`src/core/exec_pkg.sv`:
```
package exec_pkg;

  localparam int ADDR_W = 20;
  localparam int DATA_W = 16;
  localparam int PADDR_W = 8;

  // apb register byte offsets
  localparam logic [7:0] CTRL_OFF = 8'h00;
  localparam logic [7:0] OPERAND_OFF = 8'h04;
  localparam logic [7:0] STACK_OFF = 8'h08;
  localparam logic [7:0] PC_OFF = 8'h0c;
  localparam logic [7:0] STATUS_WORD_OFF = 8'h10;
  localparam logic [7:0] RESULT_OFF = 8'h14;
  localparam logic [7:0] STATE_OFF = 8'h18;

  // control and state register fields
  localparam int CTRL_OP_LSB = 0;
  localparam int CTRL_BYTE_BIT = 4;
  localparam int CTRL_DST_REG_BIT = 5;
  localparam int STATE_BUSY_BIT = 0;
  localparam int STATE_DONE_BIT = 1;

  // status_word bit positions and the width kept by interrupt_return
  localparam int SW_CARRY = 0;
  localparam int SW_ZERO = 1;
  localparam int SW_NEG = 2;
  localparam int SW_GIE = 3;
  localparam int SW_CPU_OFF = 4;
  localparam int SW_OSC_OFF = 5;
  localparam int SW_OVF = 8;
  localparam int SW_KEEP_W = 12;

  // values after reset and the stack pointer step
  localparam logic [19:0] STACK_RST = 20'h00000;
  localparam logic [19:0] PC_RST = 20'h00000;
  localparam logic [15:0] STATUS_WORD_RST = 16'h0000;
  localparam logic [19:0] STACK_STEP = 20'h00002;

  // overflow windows of the left shifts
  localparam logic [15:0] WORD_OVF_LO = 16'h4000;
  localparam logic [15:0] WORD_OVF_HI = 16'hc000;
  localparam logic [7:0] BYTE_OVF_LO = 8'h40;
  localparam logic [7:0] BYTE_OVF_HI = 8'hc0;

  typedef enum logic [2:0] {
    no_operation = 3'h0,
    pop_op = 3'h1,
    push_op = 3'h2,
    subroutine_return = 3'h3,
    interrupt_return = 3'h4,
    arith_left_shift = 3'h5,
    rotate_left_carry = 3'h6,
    arith_right_shift = 3'h7
  } op_type;

  typedef enum logic [1:0] {
    st_idle = 2'b00,
    st_mem1 = 2'b01,
    st_mem2 = 2'b11
  } state_type;

endpackage

```
`src/core/shift_if.sv`:
```
`timescale 1ns/1ps
interface shift_if;
  exec_pkg::op_type op;
  logic byte_mode;
  logic [15:0] operand;
  logic carry_in;
  logic [15:0] result;
  logic c_out;
  logic z_out;
  logic n_out;
  logic v_out;
  modport exec (output op, output byte_mode, output operand, output carry_in,
                input result, input c_out, input z_out, input n_out, input v_out);
  modport unit (input op, input byte_mode, input operand, input carry_in,
                output result, output c_out, output z_out, output n_out, output v_out);
endinterface

```
`src/core/shift_unit.sv`:
```
`timescale 1ns/1ps
module shift_unit (
  shift_if.unit sh
);

  logic msb;
  logic in_range;
  logic [15:0] res;

  always_comb begin
    msb = sh.byte_mode ? sh.operand[7] : sh.operand[15];
    in_range = sh.byte_mode ?
      (sh.operand[7:0] >= exec_pkg::BYTE_OVF_LO && sh.operand[7:0] < exec_pkg::BYTE_OVF_HI) :
      (sh.operand >= exec_pkg::WORD_OVF_LO && sh.operand < exec_pkg::WORD_OVF_HI);
    res = sh.operand;
    sh.c_out = 1'b0;
    sh.v_out = 1'b0;
    case (sh.op)
      exec_pkg::arith_left_shift: begin
        res = {sh.operand[14:0], 1'b0};
        sh.c_out = msb;
        sh.v_out = in_range;
      end
      exec_pkg::rotate_left_carry: begin
        res = {sh.operand[14:0], sh.carry_in};
        sh.c_out = msb;
        sh.v_out = in_range;
      end
      exec_pkg::arith_right_shift: begin
        // byte form only touches the low byte; the high byte is dealt with by the caller
        if (sh.byte_mode) begin
          res = {sh.operand[15:8], sh.operand[7], sh.operand[7:1]};
        end else begin
          res = {sh.operand[15], sh.operand[15:1]};
        end
        sh.c_out = sh.operand[0];
        sh.v_out = 1'b0;
      end
      default: begin
        res = sh.operand;
      end
    endcase
    sh.result = res;
    sh.n_out = sh.byte_mode ? res[7] : res[15];
    sh.z_out = sh.byte_mode ? (res[7:0] == 8'h00) : (res == 16'h0000);
  end

endmodule

```
`src/core/stack_return_shift_exec.sv`:
```
`timescale 1ns/1ps
module stack_return_shift_exec (
  input wire logic ref_clk,
  input wire logic reset,
  input wire logic [7:0] paddr,
  input wire logic psel,
  input wire logic penable,
  input wire logic pwrite,
  input wire logic [31:0] pwdata,
  output logic [31:0] prdata,
  output logic pready,
  output logic pslverr,
  output logic mem_req,
  output logic mem_we,
  output logic [1:0] mem_be,
  output logic [19:0] mem_addr,
  output logic [15:0] mem_wdata,
  input wire logic [15:0] mem_rdata,
  input wire logic mem_ack,
  output logic dst_wr,
  output logic [15:0] dst_data
);

  ////////////////////////////////////////////////////////////////////////////
  // state
  exec_pkg::state_type state_q, state_d;
  exec_pkg::op_type op_q, op_d;
  logic byte_q, byte_d;
  logic dst_reg_q, dst_reg_d;
  logic [15:0] operand_q, operand_d;
  logic [19:0] stack_q, stack_d;
  logic [19:0] pc_q, pc_d;
  logic [15:0] sw_q, sw_d;
  logic [15:0] result_q, result_d;
  logic done_q, done_d;
  logic dst_wr_q, dst_wr_d;
  logic [31:0] prdata_q, prdata_d;
  logic pslverr_q, pslverr_d;

  logic setup_ph;
  logic acc_wr;
  logic start;
  logic finish;
  logic idle;
  logic mapped;
  exec_pkg::op_type new_op;
  logic [15:0] pop_val;

  shift_if sh ();

  shift_unit u_shift (
    .sh(sh.unit)
  );

  assign sh.op = new_op;
  assign sh.byte_mode = pwdata[exec_pkg::CTRL_BYTE_BIT];
  assign sh.operand = operand_q;
  assign sh.carry_in = sw_q[exec_pkg::SW_CARRY];

  ////////////////////////////////////////////////////////////////////////////
  // apb decode
  assign setup_ph = psel & ~penable;
  assign acc_wr = psel & penable & pwrite;
  assign idle = (state_q == exec_pkg::st_idle);
  assign start = acc_wr & (paddr == exec_pkg::CTRL_OFF) & idle;
  assign new_op = exec_pkg::op_type'(pwdata[exec_pkg::CTRL_OP_LSB +: 3]);

  always_comb begin
    mapped = 1'b1;
    prdata_d = 32'h0000_0000;
    case (paddr)
      exec_pkg::CTRL_OFF: begin
        prdata_d[exec_pkg::CTRL_OP_LSB +: 3] = op_q;
        prdata_d[exec_pkg::CTRL_BYTE_BIT] = byte_q;
        prdata_d[exec_pkg::CTRL_DST_REG_BIT] = dst_reg_q;
      end
      exec_pkg::OPERAND_OFF: begin
        prdata_d[15:0] = operand_q;
      end
      exec_pkg::STACK_OFF: begin
        prdata_d[19:0] = stack_q;
      end
      exec_pkg::PC_OFF: begin
        prdata_d[19:0] = pc_q;
      end
      exec_pkg::STATUS_WORD_OFF: begin
        prdata_d[15:0] = sw_q;
      end
      exec_pkg::RESULT_OFF: begin
        prdata_d[15:0] = result_q;
      end
      exec_pkg::STATE_OFF: begin
        prdata_d[exec_pkg::STATE_BUSY_BIT] = ~idle;
        prdata_d[exec_pkg::STATE_DONE_BIT] = done_q;
      end
      default: begin
        mapped = 1'b0;
      end
    endcase
    if (setup_ph) begin
      pslverr_d = ~mapped;
    end else begin
      pslverr_d = pslverr_q;
      prdata_d = prdata_q;
    end
  end

  always_ff @(posedge ref_clk) begin
    if (reset) begin
      prdata_q <= 32'h0000_0000;
      pslverr_q <= 1'b0;
    end else begin
      prdata_q <= prdata_d;
      pslverr_q <= pslverr_d;
    end
  end

  // answer is prepared in the setup cycle, so the access phase never waits
  assign pready = 1'b1;
  assign prdata = prdata_q;
  assign pslverr = pslverr_q;

  ////////////////////////////////////////////////////////////////////////////
  // byte destination merge: register destinations get a zero high byte
  function automatic logic [15:0] merge_byte(input logic [15:0] val, input logic [15:0] old,
                                             input logic to_reg);
    merge_byte = to_reg ? {8'h00, val[7:0]} : {old[15:8], val[7:0]};
  endfunction

  assign pop_val = byte_q ? merge_byte(mem_rdata, operand_q, dst_reg_q) : mem_rdata;

  ////////////////////////////////////////////////////////////////////////////
  // execution sequencer
  always_comb begin
    state_d = state_q;
    op_d = op_q;
    byte_d = byte_q;
    dst_reg_d = dst_reg_q;
    operand_d = operand_q;
    stack_d = stack_q;
    pc_d = pc_q;
    sw_d = sw_q;
    result_d = result_q;
    done_d = done_q;
    finish = 1'b0;

    // software writes, ignored while a sequence is running
    if (acc_wr && idle) begin
      case (paddr)
        exec_pkg::OPERAND_OFF: operand_d = pwdata[15:0];
        exec_pkg::STACK_OFF: stack_d = pwdata[19:0];
        exec_pkg::PC_OFF: pc_d = pwdata[19:0];
        exec_pkg::STATUS_WORD_OFF: sw_d = pwdata[15:0];
        default: begin
        end
      endcase
    end
    if (acc_wr && paddr == exec_pkg::STATE_OFF && pwdata[exec_pkg::STATE_DONE_BIT]) begin
      done_d = 1'b0;
    end
    if (start) begin
      op_d = new_op;
      byte_d = pwdata[exec_pkg::CTRL_BYTE_BIT];
      dst_reg_d = pwdata[exec_pkg::CTRL_DST_REG_BIT];
      done_d = 1'b0;
    end

    case (state_q)
      exec_pkg::st_idle: begin
        if (start) begin
          case (new_op)
            exec_pkg::no_operation: begin
              finish = 1'b1;
            end
            exec_pkg::push_op: begin
              stack_d = stack_q - exec_pkg::STACK_STEP;
              state_d = exec_pkg::st_mem1;
            end
            exec_pkg::pop_op, exec_pkg::subroutine_return, exec_pkg::interrupt_return: begin
              state_d = exec_pkg::st_mem1;
            end
            default: begin
              // shifts finish at once; mode bits are never written here
              result_d = byte_d ? merge_byte(sh.result, operand_q, dst_reg_d) : sh.result;
              sw_d[exec_pkg::SW_CARRY] = sh.c_out;
              sw_d[exec_pkg::SW_ZERO] = sh.z_out;
              sw_d[exec_pkg::SW_NEG] = sh.n_out;
              sw_d[exec_pkg::SW_OVF] = sh.v_out;
              finish = 1'b1;
            end
          endcase
        end
      end
      exec_pkg::st_mem1: begin
        if (mem_ack) begin
          case (op_q)
            exec_pkg::push_op: begin
              finish = 1'b1;
              state_d = exec_pkg::st_idle;
            end
            exec_pkg::pop_op: begin
              result_d = pop_val;
              stack_d = stack_q + exec_pkg::STACK_STEP;
              finish = 1'b1;
              state_d = exec_pkg::st_idle;
            end
            exec_pkg::subroutine_return: begin
              pc_d = {4'h0, mem_rdata};
              stack_d = stack_q + exec_pkg::STACK_STEP;
              finish = 1'b1;
              state_d = exec_pkg::st_idle;
            end
            default: begin
              // saved pc high bits share the word with the status bits
              sw_d = {4'h0, mem_rdata[exec_pkg::SW_KEEP_W-1:0]};
              pc_d[19:16] = mem_rdata[15:12];
              stack_d = stack_q + exec_pkg::STACK_STEP;
              state_d = exec_pkg::st_mem2;
            end
          endcase
        end
      end
      exec_pkg::st_mem2: begin
        if (mem_ack) begin
          pc_d[15:0] = mem_rdata;
          stack_d = stack_q + exec_pkg::STACK_STEP;
          finish = 1'b1;
          state_d = exec_pkg::st_idle;
        end
      end
      default: begin
        state_d = exec_pkg::st_idle;
      end
    endcase

    // completion beats a same-cycle clear of the done flag
    if (finish) begin
      done_d = 1'b1;
    end
  end

  always_ff @(posedge ref_clk) begin
    if (reset) begin
      state_q <= exec_pkg::st_idle;
      op_q <= exec_pkg::no_operation;
      byte_q <= 1'b0;
      dst_reg_q <= 1'b0;
      operand_q <= 16'h0000;
      stack_q <= exec_pkg::STACK_RST;
      pc_q <= exec_pkg::PC_RST;
      sw_q <= exec_pkg::STATUS_WORD_RST;
      result_q <= 16'h0000;
      done_q <= 1'b0;
    end else begin
      state_q <= state_d;
      op_q <= op_d;
      byte_q <= byte_d;
      dst_reg_q <= dst_reg_d;
      operand_q <= operand_d;
      stack_q <= stack_d;
      pc_q <= pc_d;
      sw_q <= sw_d;
      result_q <= result_d;
      done_q <= done_d;
    end
  end

  ////////////////////////////////////////////////////////////////////////////
  // destination strobe: only ops that produce a destination value raise it
  always_comb begin
    dst_wr_d = 1'b0;
    if (finish) begin
      case (op_d)
        exec_pkg::pop_op, exec_pkg::arith_left_shift: begin
          dst_wr_d = 1'b1;
        end
        exec_pkg::rotate_left_carry, exec_pkg::arith_right_shift: begin
          dst_wr_d = 1'b1;
        end
        default: begin
          dst_wr_d = 1'b0;
        end
      endcase
    end
  end

  always_ff @(posedge ref_clk) begin
    if (reset) begin
      dst_wr_q <= 1'b0;
    end else begin
      dst_wr_q <= dst_wr_d;
    end
  end

  ////////////////////////////////////////////////////////////////////////////
  // memory side: request held until ack, address is always the live stack_pointer
  assign mem_req = (state_q != exec_pkg::st_idle);
  assign mem_we = (state_q == exec_pkg::st_mem1) && (op_q == exec_pkg::push_op);
  assign mem_be = byte_q ? 2'b01 : 2'b11;
  assign mem_addr = stack_q;
  assign mem_wdata = operand_q;
  assign dst_wr = dst_wr_q;
  assign dst_data = result_q;

endmodule

```
`config.mk`:
```
export PLATFORM = sky130hd
export DESIGN_NAME = stack_return_shift_exec
export DESIGN_NICKNAME = d
export VERILOG_FILES = /design/src/core/exec_pkg.sv /design/src/core/shift_if.sv /design/src/core/shift_unit.sv /design/src/core/stack_return_shift_exec.sv
export SDC_FILE = /design/constraint.sdc
export NUM_CORES = 1
export LEC_CHECK = 0
export BUFFER_PORTS_ARGS = -buffer_cell sky130_fd_sc_hd__buf_2
export CAP_MARGIN = 15
export CORE_UTILIZATION = 38
export CTS_CLUSTER_DIAMETER = 150
export DETAILED_ROUTE_END_ITERATION = 8
export PLACE_DENSITY = 0.65
export SLEW_MARGIN = 20
export SYNTH_ARGS = -nofsm -noshare
export SYNTH_HDL_FRONTEND = slang
export SYNTH_SLANG_ARGS = --single-unit
```
`constraint.sdc`:
```
create_clock -name ref_clk -period 3.37 [get_ports ref_clk]
set_clock_uncertainty 0.2 [all_clocks]
set_input_delay 0.1685 -clock ref_clk [delete_from_list [all_inputs] [get_ports ref_clk]]
set_output_delay 0.1685 -clock ref_clk [all_outputs]
set_load 0.05 [all_outputs]
```
==> flow_summary.json, run 1 <==
{
  "status": "complete, no violations",
  "synth_compound_area_frac": 0.248,
  "slew_violations": 0,
  "comb_power_share": 0.111,
  "cp_data_arrival_time_ps": 3010,
  "netSwitchingFraction": 0.264,
  "drv_cap": 0,
  "final_cell_area_um2": 9330,
  "clockBufferDepth": 2,
  "ys_types": 79,
  "synth_top_area_frac": 0.313,
  "synthTopCellsByArea": "dfxtp_1 31%, mux2i_1 8.2%, nor2_1 6.5%",
  "die_area_um2": 20400,
  "p_seq_frac": 0.397,
  "period_share": 0.874,
  "rows": 51,
  "p_int_uw": 2650,
  "fillCellCount": 1947,
  "crit_path_top_delay_cell": "dlygate4sd3_1",
  "gp_congestion": 0.929,
  "cts_setup_buffers": 0,
  "num_antenna_cells": 0,
  "synth_xor_xnor_area_share": 0.0105,
  "cp_slowest_stage_delay_ps": 570,
  "r2r_slack_ps": 420,
  "holdPathStages": 4,
  "dp_hpwl_mm": 19.0,
  "syn_to_final_growth_pct": 23.7,
  "cpMostUsedCell": "nor2_1",
  "synth_fa_ha_area_frac": 0.00332,
  "irDropWorstVdd_mv": 0.312,
  "synth_top_area_cell": "dfxtp_1",
  "grt_pass1_vias": 7190,
  "tns_ps": 0,
  "cts-root-buf": "clkbuf_16",
  "hold_start": "pwdata[17]",
  "rr_worst_depth": 8,
  "endpoint_kind": "flip-flop",
  "min_to": "mem_addr[17]$_SDFF_PP0_",
  "antenna_found_initial": 0,
  "die_h_um": 143,
  "yosys.area_share.simple": 0.217,
  "grt_pass1_wl_mm": 41.7,
  "yosysSeqAreaShare": 0.313,
  "synthFlopType": "dfxtp_1",
  "placed_area_um2": 8370,
  "hold_path_class": "primary input to flip-flop",
  "r2r-end": "pc_q[19]$_SDFF_PP0_",
  "via_count": 8026,
  "drive_gt1_frac": 0.230,
  "finalHoldViolations": 0,
  "cts_buffers": 17,
  "io_buffer_count": 126,
  "worstPathRequired_ps": 3440,
  "rsz0062_at_grt": "false",
  "groute.usage.overall": 0.270,
  "grt_overflow": 0,
  "syn-cell-area_um2": 7540,
  "slew_headroom": 0.280,
  "start_kind": "flip-flop",
  "synth_seq_cells": 118,
  "synth-async-reset-ratio": 0,
  "power_per_cell_area_nw_per_um2": 386,
  "cts.sinks": 118,
  "setup_violations": 0,
  "worstSetupPathType": "flip-flop to flip-flop",
  "fin_nets": 1130,
  "num_io_pins": 153,
  "fin_crit_ps": 2950,
  "synthMuxAreaShare": 0.133,
  "drt-total-wl_mm": 27.4,
  "syn-instance-count": 938,
  "yosys_warnings": 0,
  "p_clk_frac": 0.492,
  "p_switching_uw": 949,
  "grt_max_degree": 88,
  "synth_edf_count": 0,
  "final_common_cell": "nor2_1",
  "holdWs_ps": 11.2,
  "cts_tree": "done",
  "power_uw": 3600,
  "drc": 0,
  "p_leak_uw": 0.00364,
  "multi_input_comb_area_um2": 4680,
  "worstReg2RegStart": "state_q[0]$_SDFFE_PP0P_",
  "layout_common_cells": "131 x nor2_1, 125 x buf_2, 118 x dfxtp_1, 67 x nand2_1",
  "seq_area_um2": 2360,
  "clock.fmax_ghz": 0.340,
  "crit_path_cell_trace": "nor2_1 -> nand2_1 -> nor2b_2 -> buf_12 -> mux2i_1 -> a2bb2oi_1 -> dlygate4sd3_1 -> nor2_1",
  "clkTransAtPathRegs_ps": 60,
  "initial_core_util": 0.388,
  "ant_nets": 0,
  "synth_top_family_by_area": "compound AO/OA/AOI/OAI gates",
  "avgViaCountPerCell": 5.98,
  "first_pass_iters": 5,
  "drt_iter0_drc": 881,
  "avgSynthCellArea_um2": 8.04,
  "worst_pin_slew_ps": 1070,
  "crit_path_max_fanout": 16,
  "h-tree-depth": 4,
  "core-area_um2": 19500,
  "avgRoutedWirePerCell_um": 20.4,
  "clk_latency_ps": 420,
  "finish.utilization": 0.479,
  "dieWidth_um": 143
}
-- stage by stage --
step / std cells / setup slack, ps
finish: 1343 / 425
global route: 1343 / 196
CTS: 1343 / 481
detailed placement: 1273 / 518
global placement: 1273 / 523
floorplan: 950 / 549
-- critical path, delay by kind of cell, from the launching register on --
| family | cells | cell delay, ps |
|---|---|---|
| buffers and inverters | 2 | 810 |
| AND/OR/NAND/NOR | 4 | 950 |
| multiplexers | 1 | 230 |
| flip-flops | 1 | 430 |
| AO/OA/AOI/OAI | 1 | 160 |
-- sequential cells by signal (all words and copies together) (netlist names), 2 cells and up --
signal	flops
pc_q	20
sw_q	16
state_q	2
prdata	20
op_q	3
mem_addr	20
mem_wdata	16
dst_data	16
-- metal layers --
layer  global-route usage  part of all wire  vias to the layer above
li1                     -                 -                     3738
met1                0.356              0.44                     3842
met2                0.433              0.46                      390
met3               0.0577             0.069                       56
met4               0.0917             0.028                        0
met5                    0                 0                        -
-- cells in the mapped netlist (all sizes together) (4+ instances only) --
master	count
a2111oi	4
a211oi	42
a21oi	62
a221o	4
a221oi	9
a222oi	11
a22oi	24
a2bb2oi	7
a311oi	10
a31oi	15
a32oi	9
and2	6
and3	7
and3b	4
buf	37
clkbuf	71
dfxtp	118
inv	8
mux2	29
mux2i	63
nand2	68
nand2b	8
nand3	17
nand3b	5
nand4	11
nor2	132
nor2b	13
nor3	16
nor3b	4
nor4	12
o211ai	6
o21a	6
o21ai	26
o221ai	4
o22ai	9
or2	4
or3	7
or4	5
xnor2	5
xor2	4
-- power groups by stage --
stage | Sequential (uW) | Clock (uW) | Combinational [uW]
3_5_place_dp | 1460 | 0 | 363
4_1_cts | 1430 | 1790 | 394
2_1_floorplan | 1510 | 0 | 206
3_3_place_gp | 1460 | 0 | 361
6_report | 1430 | 1770 | 400
5_1_grt | 1430 | 1860 | 425
-- worst max-delay path by stage --
stage,startpoint,end,slack (ps),cells after the start
finish,state_q[0]$_SDFFE_PP0P_,pc_q[19]$_SDFF_PP0_,420,8
global route,mem_addr[2]$_SDFF_PP0_,mem_addr[11]$_SDFF_PP0_,200,8
CTS,mem_addr[2]$_SDFF_PP0_,mem_addr[11]$_SDFF_PP0_,480,8
detailed placement,mem_addr[2]$_SDFF_PP0_,mem_addr[11]$_SDFF_PP0_,520,8
global placement,mem_addr[2]$_SDFF_PP0_,mem_addr[11]$_SDFF_PP0_,520,8
floorplan,mem_addr[1]$_SDFF_PP0_,mem_addr[11]$_SDFF_PP0_,550,9
-- cells by family after synthesis --
| logic type | Yosys count |
|---|---|
| DFF | 118 |
| and+or+nand+nor | 329 |
| muxes | 94 |
| buffers and inverters | 117 |
| xor gates and xnor gates | 9 |
| other | 2 |
| AOI/OAI and AO/OA | 267 |
| adders and majority gates | 2 |
-- final cells by class --
cell class,instances,area share
inverters,9,0.00362
well taps,265,0.0356
repair buffers,205,0.145
multi-input cells,715,0.502
flip-flops and latches,118,0.253
clock inverters,10,0.0113
clock buffers,21,0.0494
-- repair_timing --
action	CTS	global route
gates resized for setup	0	0
hold buffers	39	0
hold endpoints to repair	64	0
(Power assumes the default switching activity.)
==> run 2, diff against run 1 <==
Settings changed: CORE_UTILIZATION 38 to 40, PLACE_DENSITY 0.65 to 0.67.
==> run 2 against run 1 <==
  * Clock power about the same
  * Via count up 0.70%
  * First-iteration DRC count grew 9.2%
  * Global-route usage up 0.93 points
  * Worst setup slack worse by 180 ps
  * Largest power group unchanged
==> flow_summary.json, run 2 (synthesis results as in run 1) <==
{
  "gp_congestion": 0.930,
  "grt_max_degree": 89,
  "setup_violations": 0,
  "dp_hpwl_mm": 18.8,
  "first_pass_iters": 8,
  "crit_buf_inv": 2,
  "ctsResizeCount": 0,
  "period_share": 0.928,
  "fillCellCount": 1773,
  "start_kind": "flip-flop",
  "cp_slowest_stage_delay_ps": 730,
  "final_common_cell": "nor2_1",
  "layout_common_cells": "131 x nor2_1, 125 x buf_2, 118 x dfxtp_1, 67 x nand2_1",
  "rsz0062_at_grt": "false",
  "die_area_um2": 19400,
  "clk_latency_ps": 430,
  "p_seq_frac": 0.395,
  "cp_data_arrival_time_ps": 3290,
  "cts_tree": "done",
  "endpoint_kind": "flip-flop",
  "clkTransAtPathRegs_ps": 60,
  "dp_cells": 1235,
  "syn_to_final_growth_pct": 23.0,
  "worstReg2RegStart": "state_q[0]$_SDFFE_PP0P_",
  "grt_pass1_vias": 7417,
  "dieWidth_um": 139,
  "via_count": 8082,
  "h-tree-depth": 4,
  "pre_cts_ws_ps": 478,
  "grt_pass1_wl_mm": 42.6,
  "num_io_pins": 153,
  "p_int_uw": 2630,
  "netSwitchingFraction": 0.273,
  "finalHoldViolations": 0,
  "p_clk_frac": 0.494,
  "worstPathRequired_ps": 3530,
  "status": "complete, no violations",
  "r2r-end": "sw_q[11]$_SDFF_PP0_",
  "num_antenna_cells": 0,
  "comb_power_share": 0.111,
  "fin_crit_ps": 3130,
  "antenna_found_initial": 0,
  "ant_nets": 0,
  "p_leak_uw": 0.00364,
  "crit_path_cell_trace": "nor2_1 -> nand4_1 -> buf_4 -> mux2i_1 -> a211oi_1 -> dlygate4sd3_1",
  "worst_pin_slew_ps": 966,
  "slew_headroom": 0.356,
  "drt_iter0_drc": 962,
  "crit_cells": 6,
  "hold_path_class": "primary input to flip-flop",
  "placed_area_um2": 8310,
  "irDropWorstVdd_mv": 0.339,
  "power_per_cell_area_nw_per_um2": 389,
  "r2r_slack_ps": 240,
  "drive_gt1_frac": 0.230,
  "crit_start": "state_q[0]$_SDFFE_PP0P_",
  "slew_violations": 0,
  "cts.sinks": 118,
  "rr_worst_depth": 6,
  "p_switching_uw": 984,
  "initial_core_util": 0.414,
  "core-area_um2": 18200,
  "drt-total-wl_mm": 27.3,
  "clock.fmax_ghz": 0.320,
  "avgViaCountPerCell": 6.19,
  "crit_family": "buffers and inverters",
  "worstSetupPathType": "flip-flop to flip-flop",
  "drv_cap": 0,
  "final_cell_area_um2": 9280,
  "tns_ps": 0,
  "clockBufferDepth": 2,
  "holdWs_ps": 12.6,
  "endpoint": "sw_q[11]$_SDFF_PP0_",
  "drc": 0,
  "avgRoutedWirePerCell_um": 20.9,
  "fin_nets": 1127,
  "groute.usage.overall": 0.279,
  "cts-root-buf": "clkbuf_16",
  "cts_buffers": 17,
  "io_buffer_count": 126,
  "rows": 49,
  "setup_slack_ps": 241,
  "crit_path_max_fanout": 10,
  "final_cells": 1305,
  "die_h_um": 139,
  "grt_overflow": 0,
  "crit_path_top_delay_cell": "nand4_1"
}
run 2: changes by cell type in the layout (fill, tap and decap cells not counted), sizes merged:
| cell | delta |
|---|---|
| buf | -2 |
| bufinv | -1 |
| clkbuf | +1 |
| clkinvlp | +1 |
| dlygate4sd3 | -1 |
run 2: worst min-delay path, stage by stage:
cell and delay [ps]:
buf_2 120, nor2b_4 130, nor2_1 110, nor3_1 50
run 2: how the worst min path moves through the flow:
| stage | startpoint | cells after the start | to |
|---|---|---|---|
| 4_1_cts | pwdata[0] | 3 | mem_addr[0]$_SDFFE_PP0P_ |
| 3_5_place_dp | done_q$_SDFFE_PP0P_ | 2 | done_q$_SDFFE_PP0P_ |
| 2_1_floorplan | pwdata[5] | 2 | dst_reg_q$_SDFF_PP0_ |
| 5_1_grt | pwdata[17] | 4 | mem_addr[17]$_SDFF_PP0_ |
| 6_report | penable | 4 | prdata[17]$_SDFFE_PP0P_ |
| 3_3_place_gp | done_q$_SDFFE_PP0P_ | 2 | done_q$_SDFFE_PP0P_ |
run 2: power by group through the flow:
stage | combinational (uW) | clock, uW | sequential (uW)
after floorplan | 206 | 0 | 1510
after global placement | 361 | 0 | 1460
after detailed placement | 362 | 0 | 1460
after CTS | 391 | 1790 | 1430
after global routing | 423 | 1850 | 1430
final | 400 | 1780 | 1430
run 2: stage by stage:
step	total power, uW	util
floorplan	1710	-
global placement	1820	0.456
detailed placement	1820	0.456
CTS	3600	0.509
global route	3700	0.510
finish	3610	0.510
run 2: layout make-up:
class	instances	area [um2]	area share
timing repair buffer	202	1320	0.143
clock inverter	10	97.6	0.0105
tap	229	287	0.0309
sequential	118	2360	0.255
multi-input combinational	715	4690	0.505
inverter	9	33.8	0.00364
clock buffer	22	484	0.0522
run 2: timing repair:
action,4_1_cts,5_1_grt
endpoints found under the hold margin,62,0
endpoints found under the setup margin,0,0
setup buffers,0,0
hold buffers,38,0
run 2: metal layers:
| metal | wire (um) | up-vias | global-route usage | part of all wire |
|---|---|---|---|---|
| li1 | - | 3723 | - | - |
| met1 | 11800 | 3844 | 0.372 | 0.43 |
| met2 | 12400 | 447 | 0.440 | 0.45 |
| met3 | 2340 | 68 | 0.0626 | 0.086 |
| met4 | 718 | 0 | 0.0988 | 0.026 |
| met5 | 0 | - | 0 | 0 |
